$ cat src/rtl/gps_pm_pkg.sv
package gps_pm_pkg;

  // clock and derived cycle counts
  localparam int CLK_PERIOD_NS = 100;
  localparam int NS_PER_S = 1_000_000_000;
  localparam int SEC_CYC_DEF = NS_PER_S / CLK_PERIOD_NS;
  localparam int TOG_MIN_NS = 62_000;
  localparam int TOG_MIN_CYC =
    (TOG_MIN_NS + CLK_PERIOD_NS - 1) / CLK_PERIOD_NS;
  localparam int TOG_MAX_S = 1;
  localparam int TOG_MAX_CYC_DEF = TOG_MAX_S * SEC_CYC_DEF;

  // counter widths
  localparam int SEC_W = 24;
  localparam int PER_W = 13;
  localparam int AGE_W = 18;
  localparam int CRED_W = 24;

  // times in seconds, figures as printed
  localparam int HOT_WIN_H = 2;
  localparam int PERIOD_DEF_MIN = 30;
  localparam int PERIOD_MIN_SEC = 10;
  localparam int PERIOD_MAX_H = 2;
  localparam int ORBIT_LIFE_D = 3;
  localparam logic [PER_W-1:0] HOT_WIN_S = PER_W'(HOT_WIN_H * 3600);
  localparam logic [PER_W-1:0] PERIOD_DEF = PER_W'(PERIOD_DEF_MIN * 60);
  localparam logic [PER_W-1:0] PERIOD_MIN = PER_W'(PERIOD_MIN_SEC);
  localparam logic [PER_W-1:0] PERIOD_MAX = PER_W'(PERIOD_MAX_H * 3600);
  localparam logic [AGE_W-1:0] ORBIT_LIFE_S = AGE_W'(ORBIT_LIFE_D * 86400);

  // quality-managed setting limits, plus the JAM_MAX cap on canceller lanes
  localparam logic [7:0] QINT_MIN = 8'h0A;
  localparam logic [7:0] QINT_MAX = 8'hB4;
  localparam logic [7:0] DUTY_MIN = 8'h05;
  localparam logic [7:0] DUTY_MAX = 8'h64;
  localparam logic [7:0] HERR_MAX = 8'hA0;
  localparam logic [3:0] JAM_MAX = 4'h8;

  // reset values
  localparam logic [7:0] QINT_RST = 8'h3C;
  localparam logic [7:0] DUTY_RST = 8'h32;
  localparam logic [7:0] HERR_RST = 8'h00;
  localparam logic [7:0] FIXCNT_RST = 8'h00;

  // register byte offsets
  localparam logic [7:0] OFS_CTRL = 8'h00;
  localparam logic [7:0] OFS_PERIOD = 8'h04;
  localparam logic [7:0] OFS_QINT = 8'h08;
  localparam logic [7:0] OFS_DUTY = 8'h0C;
  localparam logic [7:0] OFS_HERR = 8'h10;
  localparam logic [7:0] OFS_FIXCNT = 8'h14;
  localparam logic [7:0] OFS_STATUS = 8'h18;

  localparam logic [1:0] RESP_OKAY = 2'h0;
  localparam logic [1:0] RESP_SLVERR = 2'h2;

  typedef enum logic [1:0] {
    ST_FULL, ST_CPU, ST_STANDBY, ST_HIBERNATE
  } pwr_state_e;

  typedef enum logic [1:0] {
    POL_NONE, POL_ADAPTIVE, POL_PERIODIC, POL_QUALITY
  } policy_e;

  // sensor side events from the navigation engine
  typedef struct packed {
    logic meas_acquired;
    logic fix_done;
    logic [7:0] fix_err_m;
    logic signal_ok;
    logic orbit_created;
    logic [3:0] jammer_count;
  } nav_in_s;

  // power controls toward the rest of the receiver
  typedef struct packed {
    logic full_power_flag;
    logic rf_dsp_on;
    logic rf_dsp_partial;
    logic bb_clk_en;
    logic hot_start;
    logic orbit_valid;
    logic [7:0] jam_cancel_en;
  } pm_out_s;

  typedef struct packed {
    pwr_state_e pstate;
    policy_e policy;
    logic prio_interval;
    logic halted;
    logic missed;
    logic [PER_W-1:0] period;
    logic [7:0] fix_int;
    logic [7:0] duty;
    logic [7:0] herr;
    logic [7:0] fixcnt;
    logic [7:0] fixes_left;
    logic [SEC_W-1:0] sec_div;
    logic [PER_W-1:0] phase;
    logic [CRED_W-1:0] credit;
    logic had_fix;
    logic [PER_W-1:0] since_fix;
    logic have_orbit;
    logic [AGE_W-1:0] orbit_age;
    logic tog_prev;
    logic [SEC_W-1:0] tog_cnt;
    logic aw_got;
    logic w_got;
    logic [7:0] awaddr;
    logic [31:0] wdata;
    logic [3:0] wstrb;
    logic bvalid;
    logic [1:0] bresp;
    logic rvalid;
    logic [1:0] rresp;
    logic [31:0] rdata;
    pm_out_s outs;
  } pm_state_s;

endpackage

$ cat src/rtl/gps_power_mode_controller.sv
// Operation
// RULE1: stay in full power until a reliable position solution exists.
// RULE2: enter CPU-only once measurements are acquired, solution pending.
// RULE3: standby removes radio and DSP power and halts baseband clock.
// RULE4: hibernate keeps clock and memory; wake within two hours is hot.
// RULE5: adaptive policy cycles full, CPU-only and standby at fixed rate.
// RULE6: periodic policy hibernates, wakes every period, default 30 min.
// RULE7: periodic policy stays full power until a good fix is computed.
// RULE8: host toggle pulse wakes device, restarts periodic cycle defaults.
// RULE9: quality policy fix interval 10 to 180 s, priority selectable.
// RULE10: quality policy duty cycle setting from 5 to 100 percent.
// RULE11: quality policy horizontal error limit 1 to 160 m or undefined.
// RULE12: quality policy fix count up to 255, or continuous.
// RULE13: quality policy alternates only full power and hibernate.
// RULE14: duty priority lengthens off time after long on time.
// RULE15: interval priority stays full after missed fix until signal recovers.
// RULE16: cancel up to eight continuous-wave interferers.
// RULE17: locally predicted orbit valid three days, then expired.
// RULE18: full-power flag low in hibernate or standby, high in full power.
// RULE19: host toggle pulse longer than 62 us and shorter than 1 s.
// RULE20: valid toggle switches normal/hibernate, wakes periodic policy.
// RULE21: one policy at a time; new policy restarts in full power.
`timescale 1ns/1ns
module gps_power_mode_controller #(
  parameter int SEC_CYC = gps_pm_pkg::SEC_CYC_DEF,
  parameter int TOG_MAX_CYC = gps_pm_pkg::TOG_MAX_CYC_DEF,
  parameter int ADDR_W = 8
) (
  // clock and reset
  input wire logic core_clk,
  input wire logic nrst,
  // axi4-lite write address and data
  input wire logic [ADDR_W-1:0] s_axi_awaddr,
  input wire logic s_axi_awvalid,
  output logic s_axi_awready,
  input wire logic [31:0] s_axi_wdata,
  input wire logic [3:0] s_axi_wstrb,
  input wire logic s_axi_wvalid,
  output logic s_axi_wready,
  // axi4-lite write response
  output logic [1:0] s_axi_bresp,
  output logic s_axi_bvalid,
  input wire logic s_axi_bready,
  // axi4-lite read
  input wire logic [ADDR_W-1:0] s_axi_araddr,
  input wire logic s_axi_arvalid,
  output logic s_axi_arready,
  output logic [31:0] s_axi_rdata,
  output logic [1:0] s_axi_rresp,
  output logic s_axi_rvalid,
  input wire logic s_axi_rready,
  // host pins
  input wire logic manual_reset_low,
  input wire logic power_toggle,
  // navigation engine and power controls
  input wire gps_pm_pkg::nav_in_s nav,
  output gps_pm_pkg::pm_out_s pm
);
  import gps_pm_pkg::*;

  pm_state_s s_r;
  pm_state_s s_nxt;

  // defaults after either reset; also used by the manual reset pin
  function automatic pm_state_s reset_state();
    pm_state_s r;
    r = '0;
    r.pstate = ST_FULL;
    r.policy = POL_NONE;
    r.period = PERIOD_DEF;
    r.fix_int = QINT_RST;
    r.duty = DUTY_RST;
    r.herr = HERR_RST;
    r.fixcnt = FIXCNT_RST;
    r.fixes_left = FIXCNT_RST;
    r.outs.full_power_flag = 1'b1;
    r.outs.rf_dsp_on = 1'b1;
    r.outs.bb_clk_en = 1'b1;
    return r;
  endfunction

  // byte-lane merge of a write into the current word
  function automatic logic [31:0] merge(input logic [31:0] old,
                                        input logic [31:0] wd,
                                        input logic [3:0] st);
    logic [31:0] m;
    m = old;
    for (int i = 0; i < 4; i++) begin
      if (st[i]) begin
        m[i*8 +: 8] = wd[i*8 +: 8];
      end
    end
    return m;
  endfunction

  function automatic logic [7:0] clamp8(input logic [7:0] v,
                                        input logic [7:0] lo,
                                        input logic [7:0] hi);
    return (v < lo) ? lo : ((v > hi) ? hi : v);
  endfunction

  // register image as seen by software
  function automatic logic [31:0] reg_word(input pm_state_s st,
                                           input logic [7:0] ofs);
    logic [31:0] w;
    w = '0;
    unique case (ofs)
      OFS_CTRL: w = {29'h0, st.prio_interval, st.policy};
      OFS_PERIOD: w = {19'h0, st.period};
      OFS_QINT: w = {24'h0, st.fix_int};
      OFS_DUTY: w = {24'h0, st.duty};
      OFS_HERR: w = {24'h0, st.herr};
      OFS_FIXCNT: w = {24'h0, st.fixcnt};
      OFS_STATUS: w = {8'h0, st.fixes_left, 4'h0, nav.jammer_count,
                       st.missed, st.halted, st.outs.orbit_valid,
                       st.outs.hot_start, 2'h0, st.pstate};
      default: w = '0;
    endcase
    return w;
  endfunction

  function automatic logic mapped(input logic [7:0] ofs);
    return (ofs[1:0] == 2'h0) && (ofs <= OFS_STATUS);
  endfunction

  // handshake outputs straight from the holding flags
  assign s_axi_awready = !s_r.aw_got && !s_r.bvalid;
  assign s_axi_wready = !s_r.w_got && !s_r.bvalid;
  assign s_axi_bvalid = s_r.bvalid;
  assign s_axi_bresp = s_r.bresp;
  assign s_axi_arready = !s_r.rvalid;
  assign s_axi_rvalid = s_r.rvalid;
  assign s_axi_rresp = s_r.rresp;
  assign s_axi_rdata = s_r.rdata;
  assign pm = s_r.outs;

  // next state of the whole block
  always_comb begin
    logic sec_tick;
    logic tog_ok;
    logic fix_good;
    logic [31:0] wv;
    logic [7:0] wofs;
    logic [7:0] rofs;
    sec_tick = 1'b0;
    tog_ok = 1'b0;
    fix_good = 1'b0;
    wv = '0;
    wofs = '0;
    rofs = '0;
    s_nxt = s_r;

    // one-second enable; the whole schedule counts in seconds
    sec_tick = (s_r.sec_div == SEC_W'(SEC_CYC - 1));
    s_nxt.sec_div = sec_tick ? '0 : s_r.sec_div + 1'b1;

    // toggle pulse width check on the falling edge
    s_nxt.tog_prev = power_toggle;
    if (power_toggle) begin
      if (s_r.tog_cnt != SEC_W'(TOG_MAX_CYC)) begin
        s_nxt.tog_cnt = s_r.tog_cnt + 1'b1;
      end
    end else begin
      s_nxt.tog_cnt = '0;
      tog_ok = s_r.tog_prev && (s_r.tog_cnt > SEC_W'(TOG_MIN_CYC))
               && (s_r.tog_cnt < SEC_W'(TOG_MAX_CYC)); // RULE19
    end

    // a fix counts only when within the error limit, 0 = undefined
    fix_good = nav.fix_done &&
               (s_r.herr == 8'h00 || nav.fix_err_m <= s_r.herr); // RULE11

    // time since last good fix and orbit file age
    if (fix_good) begin
      s_nxt.had_fix = 1'b1;
      s_nxt.since_fix = '0;
    end else if (sec_tick && s_r.since_fix < HOT_WIN_S) begin
      s_nxt.since_fix = s_r.since_fix + 1'b1;
    end
    if (nav.orbit_created) begin
      s_nxt.have_orbit = 1'b1;
      s_nxt.orbit_age = '0;
    end else if (sec_tick && s_r.orbit_age < ORBIT_LIFE_S) begin
      s_nxt.orbit_age = s_r.orbit_age + 1'b1; // RULE17
    end
    if (sec_tick && s_r.phase != PERIOD_MAX) begin
      s_nxt.phase = s_r.phase + 1'b1;
    end

    // policy schedules; each runs alone on the shared state
    if (!s_r.halted) begin
      unique case (s_r.policy)
        POL_NONE: s_nxt.pstate = ST_FULL; // RULE1
        POL_ADAPTIVE: begin
          unique case (s_r.pstate)
            ST_FULL: if (nav.meas_acquired) s_nxt.pstate = ST_CPU; // RULE2
            ST_CPU: if (fix_good) s_nxt.pstate = ST_STANDBY; // RULE5
            default: if (s_r.phase >= PER_W'(s_r.fix_int)) begin
              s_nxt.pstate = ST_FULL; // RULE5
              s_nxt.phase = '0;
            end
          endcase
        end
        POL_PERIODIC: begin
          if (s_r.pstate == ST_FULL) begin
            if (fix_good) begin
              s_nxt.pstate = ST_HIBERNATE; // RULE7
              s_nxt.phase = '0;
            end
          end else if (s_r.phase >= s_r.period) begin
            s_nxt.pstate = ST_FULL; // RULE6
            s_nxt.phase = '0;
          end
        end
        POL_QUALITY: begin
          if (s_r.pstate == ST_FULL) begin
            // duty credit grows while on, spent while off
            if (sec_tick && !s_r.prio_interval) begin
              s_nxt.credit = s_r.credit + CRED_W'(DUTY_MAX - s_r.duty);
            end
            if (s_r.prio_interval && s_r.phase >= PER_W'(s_r.fix_int)
                && !fix_good) begin
              s_nxt.missed = 1'b1; // RULE15
            end
            if (fix_good && (!s_r.missed || nav.signal_ok)) begin
              s_nxt.pstate = ST_HIBERNATE; // RULE13
              s_nxt.missed = 1'b0;
              if (s_r.missed) begin
                s_nxt.phase = '0; // RULE15
              end
              if (s_r.fixcnt != 8'h00) begin
                s_nxt.fixes_left = s_r.fixes_left - 1'b1; // RULE12
                s_nxt.halted = (s_r.fixes_left == 8'h01);
              end
            end
          end else if (s_r.prio_interval) begin
            if (s_r.phase >= PER_W'(s_r.fix_int)) begin
              s_nxt.pstate = ST_FULL; // RULE9
              s_nxt.phase = '0;
            end
          end else if (s_r.credit < CRED_W'(s_r.duty)) begin
            s_nxt.pstate = ST_FULL; // RULE10
            s_nxt.credit = '0;
          end else if (sec_tick) begin
            s_nxt.credit = s_r.credit - CRED_W'(s_r.duty); // RULE14
          end
        end
        default: s_nxt.pstate = ST_FULL;
      endcase
    end

    // host toggle: wake or sleep; periodic policy restarts on defaults
    if (tog_ok) begin
      s_nxt.phase = '0;
      if (s_r.policy == POL_PERIODIC) begin
        s_nxt.pstate = ST_FULL; // RULE8
        s_nxt.period = PERIOD_DEF; // RULE8
        s_nxt.halted = 1'b0;
      end else if (s_r.pstate == ST_HIBERNATE) begin
        s_nxt.pstate = ST_FULL; // RULE20
        s_nxt.halted = 1'b0;
        s_nxt.fixes_left = s_r.fixcnt;
      end else begin
        s_nxt.pstate = ST_HIBERNATE; // RULE20
        s_nxt.halted = 1'b1;
      end
    end

    // write channel: address and data taken in either order
    if (s_axi_awvalid && s_axi_awready) begin
      s_nxt.aw_got = 1'b1;
      s_nxt.awaddr = 8'(s_axi_awaddr);
    end
    if (s_axi_wvalid && s_axi_wready) begin
      s_nxt.w_got = 1'b1;
      s_nxt.wdata = s_axi_wdata;
      s_nxt.wstrb = s_axi_wstrb;
    end
    if (s_r.aw_got && s_r.w_got) begin
      wofs = s_r.awaddr;
      wv = merge(reg_word(s_r, wofs), s_r.wdata, s_r.wstrb);
      s_nxt.aw_got = 1'b0;
      s_nxt.w_got = 1'b0;
      s_nxt.bvalid = 1'b1;
      s_nxt.bresp = (mapped(wofs) && wofs != OFS_STATUS) ?
                    RESP_OKAY : RESP_SLVERR;
      unique case (wofs)
        OFS_CTRL: begin
          s_nxt.prio_interval = wv[2]; // RULE9
          if (policy_e'(wv[1:0]) != s_r.policy) begin
            s_nxt.policy = policy_e'(wv[1:0]); // RULE21
            s_nxt.pstate = ST_FULL; // RULE21
            s_nxt.phase = '0;
            s_nxt.credit = '0;
            s_nxt.missed = 1'b0;
            s_nxt.halted = 1'b0;
            s_nxt.fixes_left = s_r.fixcnt;
          end
        end
        OFS_PERIOD: begin
          s_nxt.period = (wv[PER_W-1:0] < PERIOD_MIN) ? PERIOD_MIN :
            ((wv[PER_W-1:0] > PERIOD_MAX) || (wv[31:PER_W] != '0)) ?
            PERIOD_MAX : wv[PER_W-1:0]; // RULE6
        end
        OFS_QINT: s_nxt.fix_int = clamp8(wv[7:0], QINT_MIN, QINT_MAX); // RULE9
        OFS_DUTY: s_nxt.duty = clamp8(wv[7:0], DUTY_MIN, DUTY_MAX); // RULE10
        OFS_HERR: s_nxt.herr = clamp8(wv[7:0], 8'h00, HERR_MAX); // RULE11
        OFS_FIXCNT: begin
          s_nxt.fixcnt = wv[7:0]; // RULE12
          s_nxt.fixes_left = wv[7:0];
        end
        default: ;
      endcase
    end
    if (s_r.bvalid && s_axi_bready) begin
      s_nxt.bvalid = 1'b0;
    end

    // read channel: one read answered at a time
    if (s_axi_arvalid && s_axi_arready) begin
      rofs = 8'(s_axi_araddr);
      s_nxt.rvalid = 1'b1;
      s_nxt.rdata = mapped(rofs) ? reg_word(s_r, rofs) : '0;
      s_nxt.rresp = mapped(rofs) ? RESP_OKAY : RESP_SLVERR;
    end else if (s_r.rvalid && s_axi_rready) begin
      s_nxt.rvalid = 1'b0;
    end

    // hot start judged at each wake from hibernate
    if (s_r.pstate == ST_HIBERNATE && s_nxt.pstate != ST_HIBERNATE) begin
      s_nxt.outs.hot_start = s_r.had_fix &&
                             (s_r.since_fix < HOT_WIN_S); // RULE4
    end

    // power controls follow the next state so they change with it
    s_nxt.outs.full_power_flag = (s_nxt.pstate == ST_FULL) ||
                                 (s_nxt.pstate == ST_CPU); // RULE18
    s_nxt.outs.rf_dsp_on = (s_nxt.pstate == ST_FULL);
    s_nxt.outs.rf_dsp_partial = (s_nxt.pstate == ST_CPU); // RULE2
    s_nxt.outs.bb_clk_en = (s_nxt.pstate == ST_FULL) ||
                           (s_nxt.pstate == ST_CPU); // RULE3
    s_nxt.outs.orbit_valid = s_nxt.have_orbit &&
                             (s_nxt.orbit_age < ORBIT_LIFE_S); // RULE17
    // interferer slots only while the radio is up; more than 8 saturate
    s_nxt.outs.jam_cancel_en = '0;
    for (int i = 0; i < 8; i++) begin
      if (s_nxt.outs.rf_dsp_on && (4'(i) < nav.jammer_count)
          && (4'(i) < JAM_MAX)) begin
        s_nxt.outs.jam_cancel_en[i] = 1'b1; // RULE16
      end
    end

    // manual reset pin restores every default, clocks included
    if (!manual_reset_low) begin
      s_nxt = reset_state();
    end
  end

  // single state register
  always_ff @(posedge core_clk or negedge nrst) begin
    if (!nrst) begin
      s_r <= reset_state();
    end else begin
      s_r <= s_nxt;
    end
  end

endmodule

$ cat config.mk
export PLATFORM = sky130hd
export DESIGN_NAME = gps_power_mode_controller
export DESIGN_NICKNAME = d
export VERILOG_FILES = /design/src/rtl/gps_pm_pkg.sv /design/src/rtl/gps_power_mode_controller.sv
export SDC_FILE = /design/constraint.sdc
export NUM_CORES = 1
export LEC_CHECK = 0
export BUFFER_PORTS_ARGS = -buffer_cell sky130_fd_sc_hd__buf_2
export CAP_MARGIN = 15
export CORE_MARGIN = 2
export CORE_UTILIZATION = 62
export CTS_CLUSTER_SIZE = 30
export DETAILED_ROUTE_END_ITERATION = 6
export GPL_TIMING_DRIVEN = 0
export PLACE_DENSITY = 0.82
export SLEW_MARGIN = 20
export SYNTH_ARGS = -nofsm -noshare
export SYNTH_HDL_FRONTEND = slang
export SYNTH_SLANG_ARGS = --single-unit
$ cat constraint.sdc
create_clock -name core_clk -period 4.91 [get_ports core_clk]
set_input_delay 0.982 -clock core_clk [delete_from_list [all_inputs] [get_ports core_clk]]
set_output_delay 0.982 -clock core_clk [all_outputs]
set_load 0.005 [all_outputs]
==> metrics, run 1 <==
outcome complete, but fails checks; failing checks DRC; Yosys reg bits 263; remaining global-route overflow 0; largest net degree at the start of global routing 97; initial antenna violation count 0; Die Width 171.1 µm; worst hold slack 0.1737 ns; clock-pin slew on the worst setup and hold paths 0.07 ns; Root Driver clkbuf_16; final setup TNS 0 ns; asr flop ratio synth 100.0%; per-cell routed wire length 19.90 µm; fin. max-slew vios 0; CTS Buf Count 29; Post-DRT Antenna Nets 0; final setup fails 0; Rel. slew slack 23.45%; first-pass GRT wire length 79960 µm; clock sink count 263; diode count 0; endpoint class of the critical path register; Pwr per Cell Area 259.3 nW/µm²; CP Data Arrival Time 5.03 ns; min-delay worst type input port to async pin; gpl congestion 1.023; syn_area_per_cell 8.584 µm²; Cell Area, Synth 17310 µm²; I/O Pins 132; Worst Tran Pin Value 1.148 ns; Skew-Pair Late Insertion Delay 0.57 ns; H-Tree Depth 1; Area Overhead vs Synth 12.86%; hpwl dp 38000 µm; max cap viols 0; Clock Path Buffers 3; commonest cells after routing, fill and taps aside nand2_1, dfrtp_1, nor2_1, a21oi_1, buf_2; Synth Warn # 0; Max Freq 0.2191 GHz; Worst Setup Start Kind register; Max FO, Critical Path 16; Total GRT Usage 34.61%; non-filler instance count after layout 2578; Post-synth EDFFs 0; Final nets 2326; initial core utilization 62.67%; P_leak 8.668 nW; RSZ-0062 raised after global routing no; row cnt 61; I/O Buffers 113; required time of the worst setup path 5.38 ns; register area share after synthesis 38.11%; Inst Count DP 2524; final hold viol count 0; Post-CTS Setup Bufs 0; fin crit share 92.96%; routed vias 16220; ratio of cells with drive above 1 in the final layout 14.05%; Layout Skew 0.01213 ns; DIE AREA 29280 µm²; critical path class register to register; min cycle time layout 4.564 ns; Die Y 171.1 µm; Detailed Route Iter0 Violations 1793; router iterations before antenna repair 7; CORE AREA 27630 µm²; vias per cell 6.292; Peak VDD IR 0.0002870 V; DRT Wirelength 51310 µm; drc violations 4; post-synthesis instance total 2017; Yosys cell types 109; predominant post-synthesis flop cell dfrtp_1; vias in the first global route 14980; CTS tree done
-- synthesized netlist by cell type, types with 6 or more instances --
cell / n / area [µm²]
o211ai_1: 11 / 82.58
o21ai_0: 96 / 480.5
o21ai_1: 11 / 55.05
a21boi_0: 6 / 45.04
nand2b_1: 19 / 118.9
a21o_1: 13 / 97.59
clkbuf_1: 66 / 247.7
and2_1: 11 / 68.82
buf_1: 8 / 30.03
nand2_1: 250 / 938.4
a211o_1: 6 / 52.55
inv_1: 73 / 274.0
ha_1: 70 / 875.8
nand3b_1: 7 / 52.55
o21a_1: 22 / 165.2
o22ai_1: 14 / 87.58
a211oi_1: 38 / 285.3
nor3_1: 46 / 230.2
nand3_1: 55 / 275.3
xnor2_1: 50 / 437.9
nand4_1: 30 / 187.7
and3_1: 23 / 143.9
a31oi_1: 23 / 143.9
a22o_1: 10 / 87.58
or3_1: 21 / 131.4
nor4_1: 27 / 168.9
nor3b_1: 6 / 45.04
xor2_1: 57 / 499.2
buf_4: 50 / 375.4
a32o_1: 8 / 80.08
nor2b_1: 21 / 131.4
nor4b_1: 12 / 105.1
o31ai_1: 8 / 60.06
a21oi_1: 140 / 700.7
dfrtp_1: 250 / 6256
a22oi_1: 22 / 165.2
buf_2: 20 / 100.1
a221oi_1: 18 / 157.7
dfstp_2: 13 / 341.6
nor2_1: 214 / 803.3
mux2i_1: 24 / 240.2
-- report_power, final --
part / switching (mW) / total (mW) / internal (mW)
Clock: 0.937 / 2.30 / 1.36
Sequential: 0.0295 / 2.24 / 2.21
Combinational: 0.358 / 0.529 / 0.171
Total: 1.32 / 5.07 / 3.74
-- what timing repair did --
item | in CTS | in global routing
hold buffers | 0 | 0
endpoints found under the setup margin | 0 | 2
gates resized for setup | 0 | 2
-- state kept, by name, indices dropped and copies added (netlist names) --
| name | count |
|---|---|
| s_r | 225 |
| s_axi_rdata | 21 |
| pm | 13 |
| s_axi_bresp | 1 |
| s_axi_bvalid | 1 |
| s_axi_rresp | 1 |
| s_axi_rvalid | 1 |
-- metrics by stage --
stage / utilization [%] / setup WS [ns] / cell area [µm²] / total power [mW]
global placement: 66.59 / -1.877 / 18400 / 2.777
detailed placement: 67.00 / 0.2059 / 18510 / 2.794
finish: 70.73 / 0.3457 / 19540 / 5.068
CTS: 70.69 / 0.1803 / 19530 / 5.080
floorplan: - / 1.172 / 17360 / 2.577
global route: 70.73 / 0.1020 / 19540 / 5.229
-- critical path, cell delays in order (launching register included) --
cell and delay [ns]:
dfstp_2 0.63, inv_1 0.16, ha_1 0.23, nand2b_1 0.18
nand2_1 0.14, a31o_4 0.33, ha_1 0.35, a211o_1 0.34
or2_0 0.22, a2111oi_1 0.38, and4b_1 0.32, and2_1 0.21
o41ai_1 0.41, xnor2_1 0.17, mux2i_1 0.10, a211oi_1 0.28
-- worst paths after layout --
kind,startpoint,endpoint,slack [ns],cells after the start
setup / recovery,s_r[242],s_r[175],0.35,15
hold / removal,nrst,s_r[166],0.17,1
setup reg to reg,s_r[242],s_r[175],0.35,15
hold reg to reg,s_axi_rdata[8],s_axi_rdata[8],0.47,2
max in group asynchronous,nrst,s_r[253],3.31,4
min in group core_clk,s_axi_rdata[8],s_axi_rdata[8],0.47,2
-- logic make-up after synthesis --
group	after synthesis	synth area share (%)
DFF	263	38.11
and+or+nand+nor	808	23.28
other	1	0.02166
AOI/OAI and AO/OA	515	19.93
buffers and inverters	218	5.962
xor gates and xnor gates	108	5.507
adders and majority gates	72	5.290
muxes	32	1.908
-- layer usage --
| layer | routed length, µm | GRT usage [%] | vias to the layer above |
|---|---|---|---|
| li1 | - | - | 7524 |
| met1 | 22140 | 48.79 | 7683 |
| met2 | 22630 | 54.19 | 854 |
| met3 | 4559 | 5.829 | 159 |
| met4 | 1976 | 12.01 | 0 |
| met5 | 0 | 0 | - |
-- final cells by class --
type                       count  area [µm²]
fill                        2257        8088
multi-input combinational   1548        9752
sequential                   263        6598
tap                          378       473.0
buffer                       145       758.2
clock buffer                  37       835.8
inverter                      73       274.0
timing repair buffer         117       665.6
clock inverter                17       185.2
Note: power is estimated with default switching activity, not from simulation.
==> inputs of run 2 (changes only) <==
--- a/config.mk
+++ b/config.mk
@@ -8,11 +8,10 @@
 export BUFFER_PORTS_ARGS = -buffer_cell sky130_fd_sc_hd__buf_2
 export CAP_MARGIN = 15
 export CORE_MARGIN = 2
-export CORE_UTILIZATION = 62
+export CORE_UTILIZATION = 45
 export CTS_CLUSTER_SIZE = 30
 export DETAILED_ROUTE_END_ITERATION = 6
 export GPL_TIMING_DRIVEN = 0
-export PLACE_DENSITY = 0.82
 export SLEW_MARGIN = 20
 export SYNTH_ARGS = -nofsm -noshare
 export SYNTH_HDL_FRONTEND = slang
==> constraint.sdc (replaced) <==
create_clock -name core_clk -period 4 [get_ports core_clk]
set_input_delay 0.8 -clock core_clk [delete_from_list [all_inputs] [get_ports core_clk]]
set_output_delay 0.8 -clock core_clk [all_outputs]
set_load 0.005 [all_outputs]
==> run 2 against run 1 <==
The flow now finishes without violations. Hold slack worse by 0.096 ns. Worst setup slack worse by 0.24 ns. Clock skew up 0.0042 ns. Routed wire length up 7.6%. Maximum frequency up 17%.
==> metrics, run 2 (synthesis gave the netlist of run 1 again) <==
Post-DRT Antenna Nets 0 (unchanged); Final Cell Area 19960 µm² (+2.2%); Crit-path slowest cell dfstp_2; gpl congestion 0.9716 (-5.0%); Worst Setup Start Kind register; DRT Wirelength 55230 µm (+7.6%); row cnt 71 (+16%); vias in the first global route 15510 (+3.6%); Worst Tran Pin Value 1.137 ns (-0.01115 ns); diode count 0 (unchanged); remaining global-route overflow 0 (unchanged); Clock Path Buffers 3 (unchanged); R2R Setup Slk 0.10 ns (-0.24 ns); hold-fix buffer count after cts 0 (unchanged); Die Y 200.2 µm (+17%); worst reg-to-reg path cell count 12 (-3); Die Width 200.2 µm (+17%); Total GRT Usage 27.39% (-7.2 points); Pwr per Cell Area 328.5 nW/µm² (+27%); Root Driver clkbuf_16; clock share of power 48.1% (+2.7 points); endpoint class of the critical path register; commonest cells after routing, fill and taps aside nand2_1, dfrtp_1, nor2_1, a21oi_1, buf_2; Final Core Density 52.87% (-18 points); I/O Buffers 113 (unchanged); Rel. slew slack 24.19% (+0.74 points); most flop-heavy register s_r; per-cell routed wire length 20.30 µm (+2.0%); max reg flops 225 (unchanged); CTS Buf Count 31 (+6.9%); crit path buf inv count 1 (unchanged); router iterations before antenna repair 6 (-1); CTS tree done; final setup fails 0 (unchanged); FF-to-FF End s_r[179]; Skew-Pair Late Insertion Delay 0.60 ns (+0.03 ns); switch share 26.41% (+0.27 points); required time of the worst setup path 4.52 ns (-0.86 ns); Layout Skew 0.01632 ns (+0.004189 ns); drc violations 0 (-4); max cap viols 0 (unchanged); Combinational Power Share 10.0% (-0.4 points); Placed Area 18680 µm² (+0.93%); slowest stage delay, CP 0.51 ns (-0.12 ns); sequential power share 41.9% (-2.3 points); I/O Pins 132 (unchanged); CP delay by family, top compound AO/OA/AOI/OAI gates; clock sink count 263 (unchanged); initial antenna violation count 0 (unchanged); first-pass GRT wire length 87820 µm (+9.8%); Final nets 2334 (+0.34%); hpwl dp 40940 µm (+7.7%); outcome completed; DIE AREA 40060 µm² (+37%); largest net degree at the start of global routing 98 (+1.0%); fin crit share 97.40% (+4.4 points); Overall Power 6.559 mW (+29%); reg2reg start s_r[246]; Max FO, Critical Path 8 (-8); Psw 1.732 mW (+31%); fin. max-slew vios 0 (unchanged); vias per cell 5.836 (-7.2%); P_leak 8.772 nW (+1.2%); final hold viol count 0 (unchanged); Area Overhead vs Synth 15.30%; CORE AREA 37760 µm² (+37%); critical path class register to register; routed vias 15880 (-2.1%); initial core utilization 45.86% (-17 points); FILL cells 3630 (+61%); min-delay worst type input port to async pin; clock-pin slew on the worst setup and hold paths 0.06 ns (about the same); H-Tree Depth 1 (unchanged); ratio of cells with drive above 1 in the final layout 15.25% (+1.2 points); min cycle time layout 3.896 ns (-0.6683 ns); CP Data Arrival Time 4.42 ns (-0.61 ns); Peak VDD IR 0.0002789 V (-2.8%); Int Power 4.826 mW (+29%); FF+latch area 6599 µm² (about the same); crit path cell chain clkbuf_1 -> a31o_4 -> ha_1 -> a211o_1 -> or2_4 -> a2111oi_4 -> and4b_2 -> a311oi_2 -> a211oi_2 -> xnor2_1 -> mux2_2 -> a21oi_1; Max Freq 0.2567 GHz (+17%); area of the multi-input gates 9834 µm² (+0.85%); Detailed Route Iter0 Violations 1278 (-29%)
==> run 2: cell types whose count changed in the layout (fill, tap and decap cells not counted), moves of 3 or more <==
cell      before  now
clkinv_2       9    4
a211oi_1      38   35
buf_4         51   56
inv_6          0    3
ha_1          70   67
ha_2           0    3
a211oi_2       1    4
==> run 2: worst max-delay path by stage <==
stage               startpoint       end  depth (start not counted)
finish                s_r[246]  s_r[179]                         12
global route          s_r[241]  s_r[179]                         16
CTS                   s_r[242]  s_r[179]                         16
detailed placement    s_r[242]  s_r[175]                         15
global placement          nrst   s_r[75]                          1
floorplan             s_r[242]  s_r[175]                         15
==> run 2: final cells by class <==
cell class / count / share of cell area (%)
well taps: 511 / 3.203
inverters: 73 / 1.373
plain buffers: 145 / 3.798
repair buffers: 123 / 3.547
multi-input cells: 1548 / 49.26
flip-flops and latches: 263 / 33.06
clock buffers: 39 / 4.437
clock inverters: 19 / 1.322
==> run 2: layer usage <==
metal | global-route usage (%) | vias to the layer above | wire, µm
met4 | 8.422 | 0 | 1877
met5 | 0 | - | 0
met2 | 41.27 | 552 | 23610
met3 | 4.914 | 116 | 4006
li1 | - | 7548 | -
met1 | 39.95 | 7664 | 25740
==> run 2: per-stage QoR <==
stage / std cells / hold WS [ns] / TNS (ns) / setup slack, ns
5_1_grt: 2721 / 0.09969 / -0.01706 / -0.01706
3_5_place_dp: 2658 / 0.4613 / -2.356 / -0.6917
6_report: 2721 / 0.07787 / 0 / 0.1041
2_1_floorplan: 2029 / 0.4400 / 0 / 0.2623
4_1_cts: 2721 / 0.07645 / 0 / 0.0001310
3_3_place_gp: 2653 / 0.4559 / -717.66 / -2.837
==> run 2: power by group through the flow <==
stage / Combinational [mW] / Clock (mW) / Sequential (mW)
global route: 0.724 / 3.32 / 2.75
finish: 0.657 / 3.15 / 2.75
floorplan: 0.377 / 0 / 2.79
global placement: 0.633 / 0 / 2.80
CTS: 0.653 / 3.22 / 2.75
detailed placement: 0.651 / 0 / 2.80
==> run 2: what timing repair did <==
item | 4_1_cts | 5_1_grt
endpoints found under the setup margin | 7 | 4
buffers inserted | 5 | 0
resized for setup | 11 | 13
pin swaps | 1 | 5
